### config.mk
export PLATFORM = sky130hd
export DESIGN_NAME = bridge_endpoint_irq_signal
export DESIGN_NICKNAME = d
export VERILOG_FILES = /design/src/hdl/bridge_irq_pkg.sv /design/src/hdl/bridge_irq_if.sv /design/src/hdl/bridge_endpoint_irq_signal.sv /design/src/hdl/rise_detect.sv /design/src/hdl/avalon_slave.sv
export VERILOG_INCLUDE_DIRS = /design/src /design/src/hdl
export SDC_FILE = /design/constraint.sdc
export NUM_CORES = 1
export LEC_CHECK = 0
export ABC_AREA = 0
export BUFFER_PORTS_ARGS = -buffer_cell sky130_fd_sc_hd__buf_2
export CAP_MARGIN = 20
export CORE_UTILIZATION = 39
export CTS_BUF_LIST = sky130_fd_sc_hd__clkbuf_8 sky130_fd_sc_hd__clkbuf_16
export DETAILED_ROUTE_END_ITERATION = 10
export PLACE_DENSITY = 0.78
export SETUP_SLACK_MARGIN = 0.02
export SYNTH_ARGS = -nofsm -noshare
export SYNTH_HDL_FRONTEND = slang
export SYNTH_SLANG_ARGS = --single-unit
### constraint.sdc
create_clock -name clk -period 1.88 [get_ports clk]
set_input_delay 0 -clock clk [delete_from_list [all_inputs] [get_ports clk]]
set_output_delay 0 -clock clk [all_outputs]
set_load 0.005 [all_outputs]
### src/hdl/bridge_irq_cfg.svh
// Functional notes
// - thermal alarm sets on enabled threshold rise, W1C
// - downstream ports: thermal alarm reads zero
// - set mask bit keeps its status bit off the interrupt; status still reads it
// - mask bits 0,1,3,4,5,7; others read zero
// - 32-bit read-write scratch word, reset zero
// - global signal bit 0 write signals partition
// - signal sets partition bit in switch status
// - global signal trigger always reads zero
// - message bit follows unmasked message status
// - doorbell bit follows unmasked doorbell status
// - switch event sets on unmasked rise, W1C
// - upstream ports: failover bits set on edge when enabled
`ifndef BRIDGE_IRQ_CFG_SVH
`define BRIDGE_IRQ_CFG_SVH
`define OFS_IRQ_STATUS   12'h404
`define OFS_IRQ_MASK     12'h408
`define OFS_SCRATCH      12'h40C
`define OFS_GSIG_TRIGGER 12'h410
`define BIT_MSG          0
`define BIT_DOORBELL_IRQ        1
`define BIT_SWITCH_EVENT_IRQ       3
`define BIT_FOSTART      4
`define BIT_FODONE       5
`define BIT_THERMAL      7
`define IMPL_BITS        32'h000000BB
`define MASK_RESET       32'h000000BB
`define SCRATCH_RESET    32'h00000000
`define GSIG_TRIGGER_BIT 0
`endif

### src/hdl/bridge_irq_pkg.sv
package bridge_irq_pkg;
  typedef logic [31:0] word_t;
  typedef logic [11:0] addr_t;
  typedef enum logic [1:0] {
    BUS_IDLE = 2'b00,
    BUS_DONE = 2'b01
  } bus_state_e;
endpackage : bridge_irq_pkg

### src/hdl/bridge_irq_if.sv
interface bridge_irq_if;
  import bridge_irq_pkg::*;
  logic  wrStb;
  addr_t wrAddr;
  word_t wrData;
  modport bus (output wrStb, output wrAddr, output wrData);
  modport regs (input wrStb, input wrAddr, input wrData);
endinterface : bridge_irq_if

### src/hdl/bridge_endpoint_irq_signal.sv
// Design decision made here: the Avalon-MM slave port.
`include "bridge_irq_cfg.svh"
// interrupt status/mask, scratch word and global signal trigger
module bridge_endpoint_irq_signal
  import bridge_irq_pkg::*;
#(
  parameter int MSG_W    = 32,
  parameter int DOORBELL_IRQ_W  = 32,
  parameter int SEV_W    = 32,
  parameter int TEMP_W   = 3,
  parameter int PART_W   = 8,
  parameter int PART_SEL = 0
)(
  input  wire logic               clk,
  input  wire logic               reset_n,
  input  wire addr_t              avs_address,
  input  wire logic               avs_read,
  input  wire logic               avs_write,
  input  wire word_t              avs_writedata,
  output word_t                   avs_readdata,
  output logic                    avs_waitrequest,
  input  wire logic               downstreamPort,
  input  wire logic [MSG_W-1:0]   messageStatusReg,
  input  wire logic [MSG_W-1:0]   messageStatusMask,
  input  wire logic [DOORBELL_IRQ_W-1:0] inboundDoorbellStatusReg,
  input  wire logic [DOORBELL_IRQ_W-1:0] inboundDoorbellMask,
  input  wire logic [SEV_W-1:0]   switchEventStatusReg,
  input  wire logic [SEV_W-1:0]   switchEventMask,
  input  wire logic               failoverEnable,
  input  wire logic               failoverStartedIn,
  input  wire logic               failoverDoneIn,
  input  wire logic [TEMP_W-1:0]  thermalThresholdStatus,
  input  wire logic [TEMP_W-1:0]  thermalThresholdEnable,
  output logic [PART_W-1:0]       partitionSignalBit,
  output logic                    irqOut
);
  bridge_irq_if wrIf ();

  word_t rdMux;
  word_t busRd;
  logic  busWait;

  avalon_slave u_bus (
    .clk         (clk),
    .reset_n     (reset_n),
    .address     (avs_address),
    .read        (avs_read),
    .write       (avs_write),
    .writedata   (avs_writedata),
    .rdMux       (rdMux),
    .waitrequest (busWait),
    .readdata    (busRd),
    .wr          (wrIf.bus)
  );

  // edge sources: switch events, failover, thermal thresholds
  localparam int EW = SEV_W + 2 + TEMP_W;
  logic [EW-1:0] edgeLvl;
  logic [EW-1:0] edgeRise;
  logic [SEV_W-1:0]  sevRise;
  logic [TEMP_W-1:0] tempRise;
  logic              foStartRise;
  logic              foDoneRise;

  assign edgeLvl = {thermalThresholdStatus, failoverDoneIn,
                    failoverStartedIn, switchEventStatusReg};

  rise_detect #(.W(EW)) u_rise (
    .clk     (clk),
    .reset_n (reset_n),
    .level   (edgeLvl),
    .rise    (edgeRise)
  );

  assign sevRise     = edgeRise[SEV_W-1:0];
  assign foStartRise = edgeRise[SEV_W];
  assign foDoneRise  = edgeRise[SEV_W+1];
  assign tempRise    = edgeRise[EW-1:SEV_W+2];

  function automatic logic hit(input addr_t a, input addr_t ofs);
    hit = wrIf.wrStb && (a == ofs);
  endfunction : hit

  logic wrStatus;
  logic wrMask;
  logic wrScratch;
  logic wrTrigger;
  assign wrStatus  = hit(wrIf.wrAddr, `OFS_IRQ_STATUS);
  assign wrMask    = hit(wrIf.wrAddr, `OFS_IRQ_MASK);
  assign wrScratch = hit(wrIf.wrAddr, `OFS_SCRATCH);
  assign wrTrigger = hit(wrIf.wrAddr, `OFS_GSIG_TRIGGER);

  word_t             mask_q;
  word_t             mask_d;
  word_t             scratch_q;
  word_t             scratch_d;
  logic              sev_q;
  logic              sev_d;
  logic              foStart_q;
  logic              foStart_d;
  logic              foDone_q;
  logic              foDone_d;
  logic              therm_q;
  logic              therm_d;
  logic              msg_q;
  logic              msg_d;
  logic              doorbell_irq_q;
  logic              doorbell_irq_d;
  logic [PART_W-1:0] part_q;
  logic [PART_W-1:0] part_d;
  logic              irq_q;
  logic              irq_d;
  word_t             status;
  word_t             clr;
  logic              sigGen;

  assign clr    = wrStatus ? wrIf.wrData : 32'h00000000;
  assign sigGen = wrTrigger && wrIf.wrData[`GSIG_TRIGGER_BIT];

  // sticky bits: a set in the same cycle as a W1C clear wins
  always_comb
  begin
    mask_d    = mask_q;
    scratch_d = scratch_q;
    if (wrMask)
      mask_d = wrIf.wrData & `IMPL_BITS;
    if (wrScratch)
      scratch_d = wrIf.wrData;
    // summaries follow the source units' unmasked status
    msg_d   = |(messageStatusReg & ~messageStatusMask);
    doorbell_irq_d = |(inboundDoorbellStatusReg & ~inboundDoorbellMask);
    sev_d   = (sev_q & ~clr[`BIT_SWITCH_EVENT_IRQ])
            | (|(sevRise & ~switchEventMask));
    foStart_d = (foStart_q & ~clr[`BIT_FOSTART])
              | (foStartRise & failoverEnable);
    foDone_d  = (foDone_q & ~clr[`BIT_FODONE])
              | (foDoneRise & failoverEnable);
    therm_d = (therm_q & ~clr[`BIT_THERMAL])
            | (|(tempRise & thermalThresholdEnable));
    if (downstreamPort)
    begin
      // downstream ports never hold these upstream-only events
      foStart_d = 1'b0;
      foDone_d  = 1'b0;
      therm_d   = 1'b0;
    end
    part_d = {PART_W{1'b0}};
    if (sigGen)
      part_d[PART_SEL] = 1'b1;
  end

  // visible status word built from the held bits
  always_comb
  begin
    status = 32'h00000000;
    status[`BIT_MSG]     = msg_q;
    status[`BIT_DOORBELL_IRQ]   = doorbell_irq_q;
    status[`BIT_SWITCH_EVENT_IRQ]  = sev_q;
    status[`BIT_FOSTART] = foStart_q;
    status[`BIT_FODONE]  = foDone_q;
    status[`BIT_THERMAL] = therm_q;
  end

  // interrupt from next-cycle status so it tracks the visible bits
  always_comb
  begin
    irq_d = |({therm_d, foDone_d, foStart_d, sev_d, doorbell_irq_d, msg_d}
              & ~{mask_d[`BIT_THERMAL], mask_d[`BIT_FODONE],
                  mask_d[`BIT_FOSTART], mask_d[`BIT_SWITCH_EVENT_IRQ],
                  mask_d[`BIT_DOORBELL_IRQ], mask_d[`BIT_MSG]});
  end

  // read mux; unmapped and reserved read zero
  always_comb
  begin
    case (avs_address)
      `OFS_IRQ_STATUS:   rdMux = status;
      `OFS_IRQ_MASK:     rdMux = mask_q;
      `OFS_SCRATCH:      rdMux = scratch_q;
      `OFS_GSIG_TRIGGER: rdMux = 32'h00000000;
      default:           rdMux = 32'h00000000;
    endcase
  end

  always_ff @(posedge clk)
  begin
    if (!reset_n)
    begin
      mask_q    <= `MASK_RESET;
      scratch_q <= `SCRATCH_RESET;
      sev_q     <= 1'b0;
      foStart_q <= 1'b0;
      foDone_q  <= 1'b0;
      therm_q   <= 1'b0;
      msg_q     <= 1'b0;
      doorbell_irq_q   <= 1'b0;
      part_q    <= {PART_W{1'b0}};
      irq_q     <= 1'b0;
    end
    else
    begin
      mask_q    <= mask_d;
      scratch_q <= scratch_d;
      sev_q     <= sev_d;
      foStart_q <= foStart_d;
      foDone_q  <= foDone_d;
      therm_q   <= therm_d;
      msg_q     <= msg_d;
      doorbell_irq_q   <= doorbell_irq_d;
      part_q    <= part_d;
      irq_q     <= irq_d;
    end
  end

  assign partitionSignalBit = part_q;
  assign irqOut             = irq_q;
  assign avs_readdata       = busRd;
  assign avs_waitrequest    = busWait;
endmodule : bridge_endpoint_irq_signal

### src/hdl/rise_detect.sv
// one-cycle pulse on each 0-to-1 transition of every bit
module rise_detect
  import bridge_irq_pkg::*;
#(
  parameter int W = 8
)(
  input  wire logic         clk,
  input  wire logic         reset_n,
  input  wire logic [W-1:0] level,
  output logic      [W-1:0] rise
);
  logic [W-1:0] last_q;
  logic [W-1:0] last_d;

  // history register; reset to zero so a level high at release counts once
  always_comb
  begin
    last_d = level;
  end

  always_ff @(posedge clk)
  begin
    if (!reset_n)
      last_q <= '0;
    else
      last_q <= last_d;
  end

  assign rise = level & ~last_q;
endmodule : rise_detect

### src/hdl/avalon_slave.sv
`include "bridge_irq_cfg.svh"
// avalon slave: one wait cycle, then answer; reads mux supplied data
module avalon_slave
  import bridge_irq_pkg::*;
(
  input  wire logic  clk,
  input  wire logic  reset_n,
  input  wire addr_t address,
  input  wire logic  read,
  input  wire logic  write,
  input  wire word_t writedata,
  input  wire word_t rdMux,
  output logic       waitrequest,
  output word_t      readdata,
  bridge_irq_if.bus  wr
);
  bus_state_e st_q;
  bus_state_e st_d;
  word_t      rd_q;
  word_t      rd_d;
  logic       waitReq_q;
  logic       waitReq_d;
  logic       req;

  assign req = read | write;

  // waitrequest low only in the done cycle, so the master ends there
  always_comb
  begin
    st_d = st_q;
    rd_d = rd_q;
    case (st_q)
      BUS_IDLE:
        if (req)
        begin
          st_d = BUS_DONE;
          rd_d = read ? rdMux : 32'h00000000;
        end
      BUS_DONE:
        st_d = BUS_IDLE;
      default:
        st_d = BUS_IDLE;
    endcase
    // registered so the top port comes straight from a flop
    waitReq_d = (st_d != BUS_DONE);
  end

  always_ff @(posedge clk)
  begin
    if (!reset_n)
    begin
      st_q      <= BUS_IDLE;
      rd_q      <= 32'h00000000;
      waitReq_q <= 1'b1;
    end
    else
    begin
      st_q      <= st_d;
      rd_q      <= rd_d;
      waitReq_q <= waitReq_d;
    end
  end

  assign waitrequest = waitReq_q;
  assign readdata    = rd_q;
  // write takes effect at the edge where waitrequest is sampled low
  assign wr.wrStb  = write & (st_q == BUS_DONE);
  assign wr.wrAddr = address;
  assign wr.wrData = writedata;
endmodule : avalon_slave

Yosys cells after proc, flatten, opt, wreduce, memory -nomap -nowiden:

Index checks and enable logic that the tools add are counted.

* register bits: 125
* bits in latches: 0
* RAM bits: 0
* ROM bits: 0
* input port bits: 250
* output and inout port bits: 42
* word-level logic and storage cells: 70
* memories kept: 0

* $add $sub $neg: 0
* multipliers: 0
* divide/modulo/power cells: 0
* magnitude comparators: 0
* equal/unequal tests: 6
* shift-type cells: 0
* multiplexer cells: 10
* bitwise logic cells: 27
* reductions and logical operators: 12

Operators by type and width (number)
* bitwise AND 32 bit: 3
* NOT 32 bit: 3
* one-hot mux 32 bit (3 select lines): 1
* OR reduction 32 bit: 3
* equality test 12 x 11 -> 1 bit, second input constant: 4
* bitwise AND 37 bit: 1
* NOT 37 bit: 1
* 2-to-1 mux 32 bit: 1
* 2-to-1 mux 8 bit: 2
* bitwise AND 1 bit: 7
* bitwise AND 6 bit: 1
* NOT 6 bit: 1
* OR reduction 6 bit: 1
* logical AND 1 bit: 5
* bitwise OR 1 bit: 5
* 2-to-1 mux 1 bit: 4
* 2-to-1 mux 2 bit: 2
* NOT 1 bit: 4
* bitwise AND 3 bit: 1
* OR reduction 3 bit: 1
* equality test 2 x 1 -> 1 bit, second input constant: 1
* zero test 2 bit: 1
* != test 2 x 1 -> 1 bit, second input constant: 1
* AND reduction 2 bit: 1

Logic depth before layout (Yosys ltp):

Gate-level depths: netlist (run 1).

* depth after elaboration: 10
* mapped depth: 8

Cells and area by module:

Synthesis (run 1) repeated with hierarchy kept, for this count alone.

* cells, all modules: 662
* area, all modules: 5635.4 um^2

By module, submodules not included
* bridge_endpoint_irq_signal: times used 1, cells an instance 421, area each 2954.1 um^2
* avalon_slave: times used 1, cells an instance 127, area each 1420.1 um^2
* rise_detect: times used 1, cells an instance 114, area each 1261.2 um^2

Worst setup path after synthesis (run 1):

No wires, ideal clock.

* path kind: register to register
* start point: register u_bus.st_q[1]
* end point: register irq_q (netlist: irqOut)
* library setup time: 0.115 ns
* arrival: 1.706 ns
* slack: 0.060 ns
* stages on the path, launching flop included: 8
* clock period less this slack: 1.820 ns
* cells stage by stage: dfxtp_1 > nand3b_1 > or4_1 > buf_4 > mux2i_4 > a22oi_1 > o21ai_2 > o21a_1

* word-level cells in the longest chain between the ends: 10
* elaborated cells between the ends (all ways): 24
* those cells by class: eq/ne (1); mux (5); bitwise (15); reduce/logical (3)

RTL lines
* from (decl): RTL line avalon_slave.sv:17 `bus_state_e st_q;`
* from (signal assigned): RTL line avalon_slave.sv:58 `st_q <= st_d;`
* equality test 2 x 1 -> 1 bit (*): RTL line avalon_slave.sv:67 `assign wr.wrStb = write & (st_q == BUS_DONE);`
* bitwise AND 1 bit (*): RTL line avalon_slave.sv:67
* logical AND 1 bit: RTL line bridge_endpoint_irq_signal.sv:81 `hit = wrIf.wrStb && (a == ofs);`
* 2-to-1 mux 8 bit: RTL line bridge_endpoint_irq_signal.sv:117 `assign clr = wrStatus ? wrIf.wrData : 32'h00000000;`
* NOT 1 bit (on tied branches): RTL line bridge_endpoint_irq_signal.sv:134, bridge_endpoint_irq_signal.sv:136, bridge_endpoint_irq_signal.sv:138
* bitwise AND 1 bit (on tied branches): RTL line bridge_endpoint_irq_signal.sv:134, bridge_endpoint_irq_signal.sv:136, bridge_endpoint_irq_signal.sv:138
* bitwise OR 1 bit (on tied branches): RTL line bridge_endpoint_irq_signal.sv:134, bridge_endpoint_irq_signal.sv:136, bridge_endpoint_irq_signal.sv:138
* 2-to-1 mux 1 bit: RTL line bridge_endpoint_irq_signal.sv:140 `if (downstreamPort)`
* bitwise AND 6 bit (*): RTL line bridge_endpoint_irq_signal.sv:167 `irq_d = |({therm_d, foDone_d, foStart_d, sev_d, doorbell_irq_d, msg_d}`
* OR reduction 6 bit (*): RTL line bridge_endpoint_irq_signal.sv:167
* to (signal assigned): RTL line bridge_endpoint_irq_signal.sv:211 `irq_q <= irq_d;`
* to (decl): RTL line bridge_endpoint_irq_signal.sv:111 `logic irq_q;`

Every way passes the cells marked *; elsewhere a longest branch is shown, timed or not.
A chain may end at the register's enable or synchronous reset.

Worst setup path after layout (run 1):

* start point: register u_rise.last_q[23]
* end point: register irq_q (netlist: irqOut)

* word-level cells in the longest chain between the ends: 7

RTL lines
* from (decl): RTL line rise_detect.sv:12 `logic [W-1:0] last_q;`
* from (signal assigned): RTL line rise_detect.sv:26 `last_q <= last_d;`
* NOT 37 bit: RTL line rise_detect.sv:29 `assign rise = level & ~last_q;`
* bitwise AND 37 bit: RTL line rise_detect.sv:29
* bitwise AND 32 bit: RTL line bridge_endpoint_irq_signal.sv:133 `| (|(sevRise & ~switchEventMask));`
* OR reduction 32 bit: RTL line bridge_endpoint_irq_signal.sv:133
* bitwise OR 1 bit: RTL line bridge_endpoint_irq_signal.sv:132 `` sev_d = (sev_q & ~clr[`BIT_SWITCH_EVENT_IRQ]) ``
* bitwise AND 6 bit: RTL line bridge_endpoint_irq_signal.sv:167
* OR reduction 6 bit: RTL line bridge_endpoint_irq_signal.sv:167

Every way passes these cells.

==> run summary, run 1 <==
Vias per Instance: 4.83
fin area: 7990 um2
H-tree depth: 4
vias post-DR: 5547
Final Slew Violations: 0
Worst EP arrival: 2.08 ns
Int Pwr: 5.11 mW
ys flop type: dfxtp_1
CTS tree: yes
Worst EP required: 2.17 ns
FMAX: 557 MHz
pin count of the biggest net entering global routing: 48
Die ar.: 13100 um2
Synth top area share: 0.478
Clk pwr share: 0.501
worst hold slack: 0.0408 ns
DRC Markers: 0
Synth async-reset ratio: 0
Crit Path Class: reg2reg
antenna violations before repair: 4
CTS Buf Count: 17
die height: 115 um
Area contributors post-synth: dfxtp_1, a22oi_1, nand2_1, nor2_1, and2_1
worst-margin pin slew: 0.646 ns
number of core rows: 40
headroom to the max-slew limit: 0.569
Die Wd: 115 um
WL per Instance: 15.0 um
Hold Crit Class: in2reg
vias in the first global route: 5629
GRT Resource Usage Total: 0.266
Hold Crit Depth: 4
Worst-path clk slew: 0.06 ns
leading area contributor after synthesis: dfxtp_1
number of synthesized flops with an enable pin: 0
Seq/Total Area, Yosys: 0.478
Worst Skew: 0.00756 ns
# setup viols final: 0
VDD IR max: 0.000653 V
Final #Nets: 1218
Mapped Cells: 601
CTS sink cnt: 118
Crit Path Max Fanout: 2
# IOs: 292
layout cell share with drive strength beyond 1: 0.364
Synth warnings: 0
CP Launch Type: flop
core area: 12200 um2
Avg Inst Size Synth: 8.23 um2
GR Overflow Total: 0
Worst-Skew Late Latency: 0.40 ns
router iterations before antenna repair: 5
LEAKAGE: 3.81 nW
Combinational Power Share: 0.109
period utilization: 0.954
Tmin final: 1.79 ns
Synth Cell Area: 4940 um2
unrepaired setup endpoints after global routing: false
DRT Wirelength: 17.2 mm
global-route wire length before repair: 27.0 mm
CP endpoint kind: flop
final core occ: 0.657
I/O Buffers: 284
Final Hold Fails: 0
Net Switching: 1.48 mW
max_cap viols: 0
Final ANT Viol Nets: 0
routability congestion estimate: 0.896
FF-to-FF path depth: 7
CTS root buf: clkbuf_16
sw frac: 0.224
Pwr Density: 825 nW/um2
outcome: completed
Area Overhead vs Synth: 61.5%
Bufs on Longest Clock Path: 2
Final HPWL DP: 11.9 mm
post-synthesis cell type count: 42
Seq pwr share: 0.391
initial drt markers: 415
Initial Util: 0.407
total power draw: 6.59 mW
Post-DP Area: 6650 um2
Synth Register Bits: 118
[power by group through the flow]
stage	Clock, mW	Sequential (mW)	Combinational [mW]
after CTS	3.34	2.57	0.697
final	3.30	2.57	0.716
after floorplan	0	2.62	0.242
after global placement	0	2.62	0.571
after detailed placement	0	2.62	0.578
after global routing	3.46	2.58	0.783
[per-layer routing]
metal | wire length [um] | track usage | share of wire | vias up
li1 | - | - | - | 2751
met4 | 199 | 0.0857 | 0.012 | 4
met5 | 27 | 0 | 0.0016 | -
met1 | 7160 | 0.310 | 0.42 | 2519
met3 | 1480 | 0.0815 | 0.086 | 23
met2 | 8350 | 0.464 | 0.48 | 250
[synthesized netlist by cell type, types with 6 or more instances]
cell type / instances
a21oi_1: 35
a22o_1: 6
a22oi_1: 49
and2_1: 39
buf_2: 7
buf_4: 8
clkbuf_1: 18
dfxtp_1: 118
inv_1: 55
mux2_2: 6
nand2_1: 83
nand2b_1: 16
nand3_1: 6
nand4_1: 8
nor2_1: 72
nor3_1: 6
nor4_1: 6
o22ai_1: 24
[repair_timing]
action | in CTS | in global routing
setup endpoints to repair | 0 | 1
resized for setup | 0 | 4
hold endpoints to repair | 81 | 0
buffers inserted | 0 | 0
hold buffers | 71 | 0
[worst paths after layout]
kind / startpoint / end / slack (ns)
hold reg to reg: scratch_q[8]$_SDFFE_PN0P_ / scratch_q[8]$_SDFFE_PN0P_ / 0.45
hold / removal: avs_address[4] / mask_q[0]$_SDFF_PN1_ / 0.04
setup / recovery: u_rise.last_q[23]$_SDFF_PN0_ / irqOut$_SDFF_PN0_ / 0.09
setup reg to reg: u_rise.last_q[23]$_SDFF_PN0_ / irqOut$_SDFF_PN0_ / 0.09
[cells by family (layout without fill, tap and decap cells)]
kind of cell | count (synthesis) | in the layout | synth area share
and+or+nand+nor | 255 | 255 | 0.252
AOI/OAI and AO/OA | 129 | 129 | 0.173
muxes | 8 | 8 | 0.0202
other | 1 | 9 | 0.000758
buffers and inverters | 90 | 461 | 0.0762
DFF | 118 | 118 | 0.478
[state kept, by name (all words and copies together), names as in the netlist, 2 cells and up]
name / flops
mask_q: 6
scratch_q: 32
u_bus.readdata: 32
u_bus.st_q: 2
u_rise.last_q: 37
[cell usage in the layout (no fill, tap or decap), types with 17 or more instances in the layout]
cell,count
buf_2,284
dfxtp_1,118
nand2_1,83
nor2_1,72
dlygate4sd3_1,71
inv_1,54
a22oi_1,47
and2_1,39
a21oi_1,35
o22ai_1,24
clkbuf_16,17
buf_4,17
[stage by stage]
step | setup slack (ns) | setup TNS [ns] | std cells
final | 0.0859 | 0 | 1148
after global routing | 0.0331 | 0 | 1147
after floorplan | 0.0598 | 0 | 608
after CTS | 0.0260 | 0 | 1147
after detailed placement | -0.171 | -0.183 | 1046
after global placement | -0.147 | -0.147 | 1046
[critical path: stages, from the launching register on]
cell and delay, ns:
dfxtp_1 0.31, nor2_1 0.05, a22oi_1 0.24, nand4_1 0.13, or4_4 0.56, a21oi_2 0.15
o21ai_2 0.06, o21a_1 0.18
[layout make-up]
type | count | area [um2]
Fill cell | 975 | 4180
Clock inverter | 11 | 150
Sequential cell | 118 | 2360
Tap cell | 168 | 210
Clock buffer | 19 | 453
Inverter | 55 | 206
Antenna cell | 1 | 2.50
Multi-Input combinational cell | 400 | 2260
Timing Repair Buffer | 376 | 2340
Note: power is estimated with default switching activity, not from simulation.
==> inputs of run 2 (changes only) <==
--- a/config.mk
+++ b/config.mk
@@ -9,10 +9,10 @@
 export ABC_AREA = 0
 export BUFFER_PORTS_ARGS = -buffer_cell sky130_fd_sc_hd__buf_2
 export CAP_MARGIN = 20
-export CORE_UTILIZATION = 39
+export CORE_UTILIZATION = 30
 export CTS_BUF_LIST = sky130_fd_sc_hd__clkbuf_8 sky130_fd_sc_hd__clkbuf_16
 export DETAILED_ROUTE_END_ITERATION = 10
-export PLACE_DENSITY = 0.78
+export PLACE_DENSITY = 0.63
 export SETUP_SLACK_MARGIN = 0.02
 export SYNTH_ARGS = -nofsm -noshare
 export SYNTH_HDL_FRONTEND = slang
==> run 2 against run 1 <==
Hold slack better by 0.0074 ns. Count of clock-buffer cells in the layout down 1. Via count down 1.9%. Worst setup slack better by 0.054 ns.
==> run summary, run 2 (same netlist as run 1, synthesis figures left out) <==
CTS Buf Count: 17
WL per Instance: 14.3 um
initial drt markers: 265
reg-to-reg endpoint: irqOut$_SDFF_PN0_
worst-margin pin slew: 0.565 ns
Post-DP Area: 6720 um2
global-route wire length before repair: 26.2 mm
CP Launch Type: flop
Hold Crit Depth: 4
Worst Skew: 0.00759 ns
Hold Crit Class: in2reg
pin count of the biggest net entering global routing: 48
unrepaired setup endpoints after global routing: false
max_cap viols: 0
Worst-Skew Late Latency: 0.42 ns
Hold Startpoint: avs_write
Tmin final: 1.74 ns
Worst EP required: 2.19 ns
fin area: 8120 um2
Final HPWL DP: 12.3 mm
critical path, cell by cell: nor2_1 > a22oi_1 > nand4_1 > or4_4 > a21oi_4 > o21ai_2 > o21a_1
CTS sink cnt: 118
max reg flops: 37
VDD IR max: 0.000668 V
total power draw: 6.76 mW
Pwr Density: 833 nW/um2
core area: 16000 um2
setup tns final: 0 ns
Worst-path clk slew: 0.06 ns
die height: 130 um
Worst EP arrival: 2.05 ns
worst r2r src: u_rise.last_q[12]$_SDFF_PN0_
most frequent cells in the layout: buf_2, dfxtp_1, nand2_1, nor2_1, dlygate4sd3_1
Hold Crit Endpoint: partitionSignalBit[0]$_SDFF_PN0_
worst-path cell with the longest stage delay: or4_4
I/O Buffers: 284
DRT Wirelength: 17.1 mm
number of core rows: 46
CTS tree: yes
critical path's top delay family: simple AND/OR/NAND/NOR gates
Final Hold Fails: 0
# setup viols final: 0
DRC Markers: 0
worst path bufs/invs: 0
Biggest register: u_rise.last_q
GRT Resource Usage Total: 0.203
r2r setup slk: 0.14 ns
period utilization: 0.926
worst hold slack: 0.0482 ns
CP peak stage delay: 0.54 ns
headroom to the max-slew limit: 0.623
Vias per Instance: 4.54
H-tree depth: 4
layout cell share with drive strength beyond 1: 0.366
CP endpoint kind: flop
n_diodes: 0
# IOs: 292
Area Overhead vs Synth: 64.1%
antenna violations before repair: 0
router iterations before antenna repair: 5
GR Overflow Total: 0
Bufs on Longest Clock Path: 2
vias in the first global route: 5394
Initial Util: 0.309
FMAX: 575 MHz
Final Slew Violations: 0
LEAKAGE: 3.83 nW
outcome: completed
Final #Nets: 1220
CTS root buf: clkbuf_16
commonest non-fill, non-tap cell in the layout: buf_2
Die Wd: 130 um
routability congestion estimate: 0.878
Crit Path Class: reg2reg
Die ar.: 17000 um2
FF-to-FF path depth: 7
vias post-DR: 5441
Crit Path Max Fanout: 2
Final ANT Viol Nets: 0
-- run 2: metrics by stage --
stage / util / worst slack (ns) / instances
final: 0.507 / 0.140 / 1199
after global routing: 0.507 / 0.0311 / 1199
after CTS: 0.505 / 0.0435 / 1199
after detailed placement: 0.420 / -0.180 / 1095
after global placement: 0.420 / -0.144 / 1095
after floorplan: - / 0.0598 / 608
-- run 2: how the worst max path moves through the flow --
stage / slack (ns) / cells past startpoint / to / start
4_1_cts: 0.04 / 7 / irqOut$_SDFF_PN0_ / u_rise.last_q[4]$_SDFF_PN0_
5_1_grt: 0.03 / 10 / irqOut$_SDFF_PN0_ / avs_address[4]
6_report: 0.14 / 7 / irqOut$_SDFF_PN0_ / u_rise.last_q[12]$_SDFF_PN0_
3_3_place_gp: -0.14 / 9 / irqOut$_SDFF_PN0_ / avs_address[5]
3_5_place_dp: -0.18 / 9 / irqOut$_SDFF_PN0_ / avs_address[5]
2_1_floorplan: 0.06 / 7 / irqOut$_SDFF_PN0_ / u_bus.st_q[1]$_SDFF_PN0_
-- run 2: what timing repair did --
action                                 in CTS  in global routing
setup endpoints to repair                   1                  1
buffers inserted                            0                  0
endpoints found under the hold margin      81                  0
hold buffers                               72                  0
pin swaps                                   0                  4
resized for setup                           1                  6
-- run 2: per-layer routing --
layer / part of all wire / global-route usage
met1: 0.42 / 0.228
met2: 0.49 / 0.362
met3: 0.073 / 0.0688
met4: 0.011 / 0.0615
met5: 0 / 0
-- run 2: cell type report --
cell class | instances | area (um2)
clock buffer | 18 | 439
clock inverter | 14 | 196
fill | 1543 | 7880
inverter | 55 | 206
multi-input combinational | 400 | 2280
sequential | 118 | 2360
tap | 216 | 270
timing repair buffer | 378 | 2360
-- run 2: tightest hold or removal path, stage by stage --
cell and delay, ns:
buf_2 0.12, nand3b_1 0.11, buf_4 0.14, nor3_1 0.05
-- run 2: report_power, final --
| part | internal, mW | switching, mW |
|---|---|---|
| logic | 0.415 | 0.304 |
| registers | 2.55 | 0.0173 |
| clock network | 2.26 | 1.21 |
| total | 5.23 | 1.53 |
==> inputs of run 3 (changes only) <==
--- a/config.mk
+++ b/config.mk
@@ -12,6 +12,7 @@
 export CORE_UTILIZATION = 30
 export CTS_BUF_LIST = sky130_fd_sc_hd__clkbuf_8 sky130_fd_sc_hd__clkbuf_16
 export DETAILED_ROUTE_END_ITERATION = 10
+export HOLD_SLACK_MARGIN = 0.1
 export PLACE_DENSITY = 0.63
 export SETUP_SLACK_MARGIN = 0.02
 export SYNTH_ARGS = -nofsm -noshare
==> constraint.sdc (replaced) <==
create_clock -name clk -period 1.88 [get_ports clk]
set_input_delay 0.094 -clock clk [delete_from_list [all_inputs] [get_ports clk]]
set_output_delay 0.094 -clock clk [all_outputs]
set_load 0.005 [all_outputs]
==> run 3 against run 2 <==
Critical path depth stayed put. Die area unchanged. Power down 1.6%. Design area is 0.60% lower. Clock power decreased by 3%. Sequential cell count did not move. Maximum frequency decreased by 2.6%. Non-clock buffer count decreased by 1. Hold slack improved by 0.082 ns. First-iteration DRC count fell by 15%. Core utilization fell by 0.30 points. Critical path type unchanged. Critical endpoint unchanged.
==> run summary, run 3 (same netlist as run 1, synthesis figures left out) <==
GR Overflow Total: 0
FMAX: 560 MHz
CTS sink cnt: 118
layout cell share with drive strength beyond 1: 0.363
Crit Path Class: reg2reg
I/O Buffers: 284
GRT Resource Usage Total: 0.203
global-route wire length before repair: 26.1 mm
Worst EP required: 2.18 ns
CTS Buf Count: 17
Worst-path clk slew: 0.05 ns
outcome: completed
Worst-Skew Late Latency: 0.41 ns
antenna violations before repair: 0
vias post-DR: 5417
worst setup path startpoint: u_rise.last_q[11]$_SDFF_PN0_
max reg flops: 37
CP peak stage delay: 0.58 ns
CTS tree: yes
setup tns final: 0 ns
Final ANT Viol Nets: 0
router iterations before antenna repair: 5
period utilization: 0.951
Hold Crit Class: in2reg
Post-Place Cells: 1094
Initial Util: 0.309
CTS root buf: clkbuf_16
critical path's top delay family: simple AND/OR/NAND/NOR gates
die height: 130 um
Pwr Density: 824 nW/um2
number of core rows: 46
Seq pwr share: 0.387
Net Switching: 1.48 mW
Post-DP Area: 6720 um2
FF-to-FF path depth: 7
commonest non-fill, non-tap cell in the layout: buf_2
Int Pwr: 5.17 mW
routability congestion estimate: 0.861
LEAKAGE: 3.82 nW
Die ar.: 17000 um2
pin count of the biggest net entering global routing: 48
core area: 16000 um2
CP endpoint kind: flop
Crit Path Max Fanout: 2
Hold Startpoint: avs_address[4]
sw frac: 0.223
H-tree depth: 4
Die Wd: 130 um
worst path bufs/invs: 0
worst r2r src: u_rise.last_q[11]$_SDFF_PN0_
Clk pwr share: 0.506
worst hold slack: 0.130 ns
Final #Nets: 1219
critical path, cell by cell: nor2_1 > a22oi_1 > nand4_1 > or4_4 > a21oi_4 > o21ai_2 > o21a_1
Tmin final: 1.79 ns
unrepaired setup endpoints after global routing: false
Vias per Instance: 4.53
most frequent cells in the layout: buf_2, dfxtp_1, nand2_1, nor2_1, dlygate4sd3_1
VDD IR max: 0.000591 V
Combinational Power Share: 0.107
WL per Instance: 14.1 um
max_cap viols: 0
Final HPWL DP: 12.5 mm
total power draw: 6.65 mW
Worst EP arrival: 2.09 ns
Area Overhead vs Synth: 63.2%
Hold Crit Depth: 4
vias in the first global route: 5309
Worst Skew: 0.00429 ns
Worst path depth: 7
fin area: 8070 um2
# setup viols final: 0
Final Hold Fails: 0
CP Launch Type: flop
Bufs on Longest Clock Path: 2
Layout Cells excl Fill: 1197
FILL cells: 1534
initial drt markers: 225
Post-CTS Setup Inserts: 0
Final Slew Violations: 0
Biggest register: u_rise.last_q
DRT Wirelength: 16.8 mm
# IOs: 292
DRC Markers: 0
worst-path cell with the longest stage delay: or4_4
run 3: path summary, 6_finish.rpt:
path                                    end  slack, ns
setup / recovery          irqOut$_SDFF_PN0_       0.09
hold / removal         mask_q[0]$_SDFF_PN1_       0.13
setup reg to reg          irqOut$_SDFF_PN0_       0.09
hold reg to reg   scratch_q[3]$_SDFFE_PN0P_       0.45
run 3: worst min-delay path: cells and delay by family:
kind	cells	cell delay, ns
buffers and inverters	1	0.11
muxes	1	0.07
and+or+nand+nor	2	0.23
run 3: repair_timing:
| item | 4_1_cts | 5_1_grt |
|---|---|---|
| resized for setup | 0 | 3 |
| hold buffers | 72 | 0 |
| setup endpoints to repair | 0 | 1 |
| endpoints found under the hold margin | 83 | 0 |
run 3: final cells by class:
class                   count  area, um2  share of cell area
multi-input cells         400       2270               0.281
diodes                      1       2.50            0.000310
clock buffers              17        425              0.0527
flip-flops and latches    118       2360               0.293
clock inverters            13        181              0.0225
well taps                 216        270              0.0335
repair buffers            377       2350               0.291
inverters                  55        206              0.0256
run 3: power groups by stage:
stage	combinational [mW]	sequential (mW)	clock, mW
6_report	0.709	2.57	3.37
5_1_grt	0.783	2.57	3.58
4_1_cts	0.709	2.57	3.44
3_5_place_dp	0.588	2.62	0
3_3_place_gp	0.582	2.62	0
2_1_floorplan	0.242	2.62	0
run 3: per-layer routing:
metal	global-route usage	up-vias	share of wire
met4	0.0500	0	0.0087
met3	0.0656	13	0.070
met1	0.226	2452	0.42
li1	-	2756	-
met5	0	-	0
met2	0.373	196	0.50
run 3: per-stage QoR:
step	setup slack [ns]	utilization
after floorplan	0.0286	-
after global placement	-0.202	0.420
after detailed placement	-0.223	0.420
after CTS	0.0371	0.503
after global routing	0.0285	0.504
final	0.0928	0.504
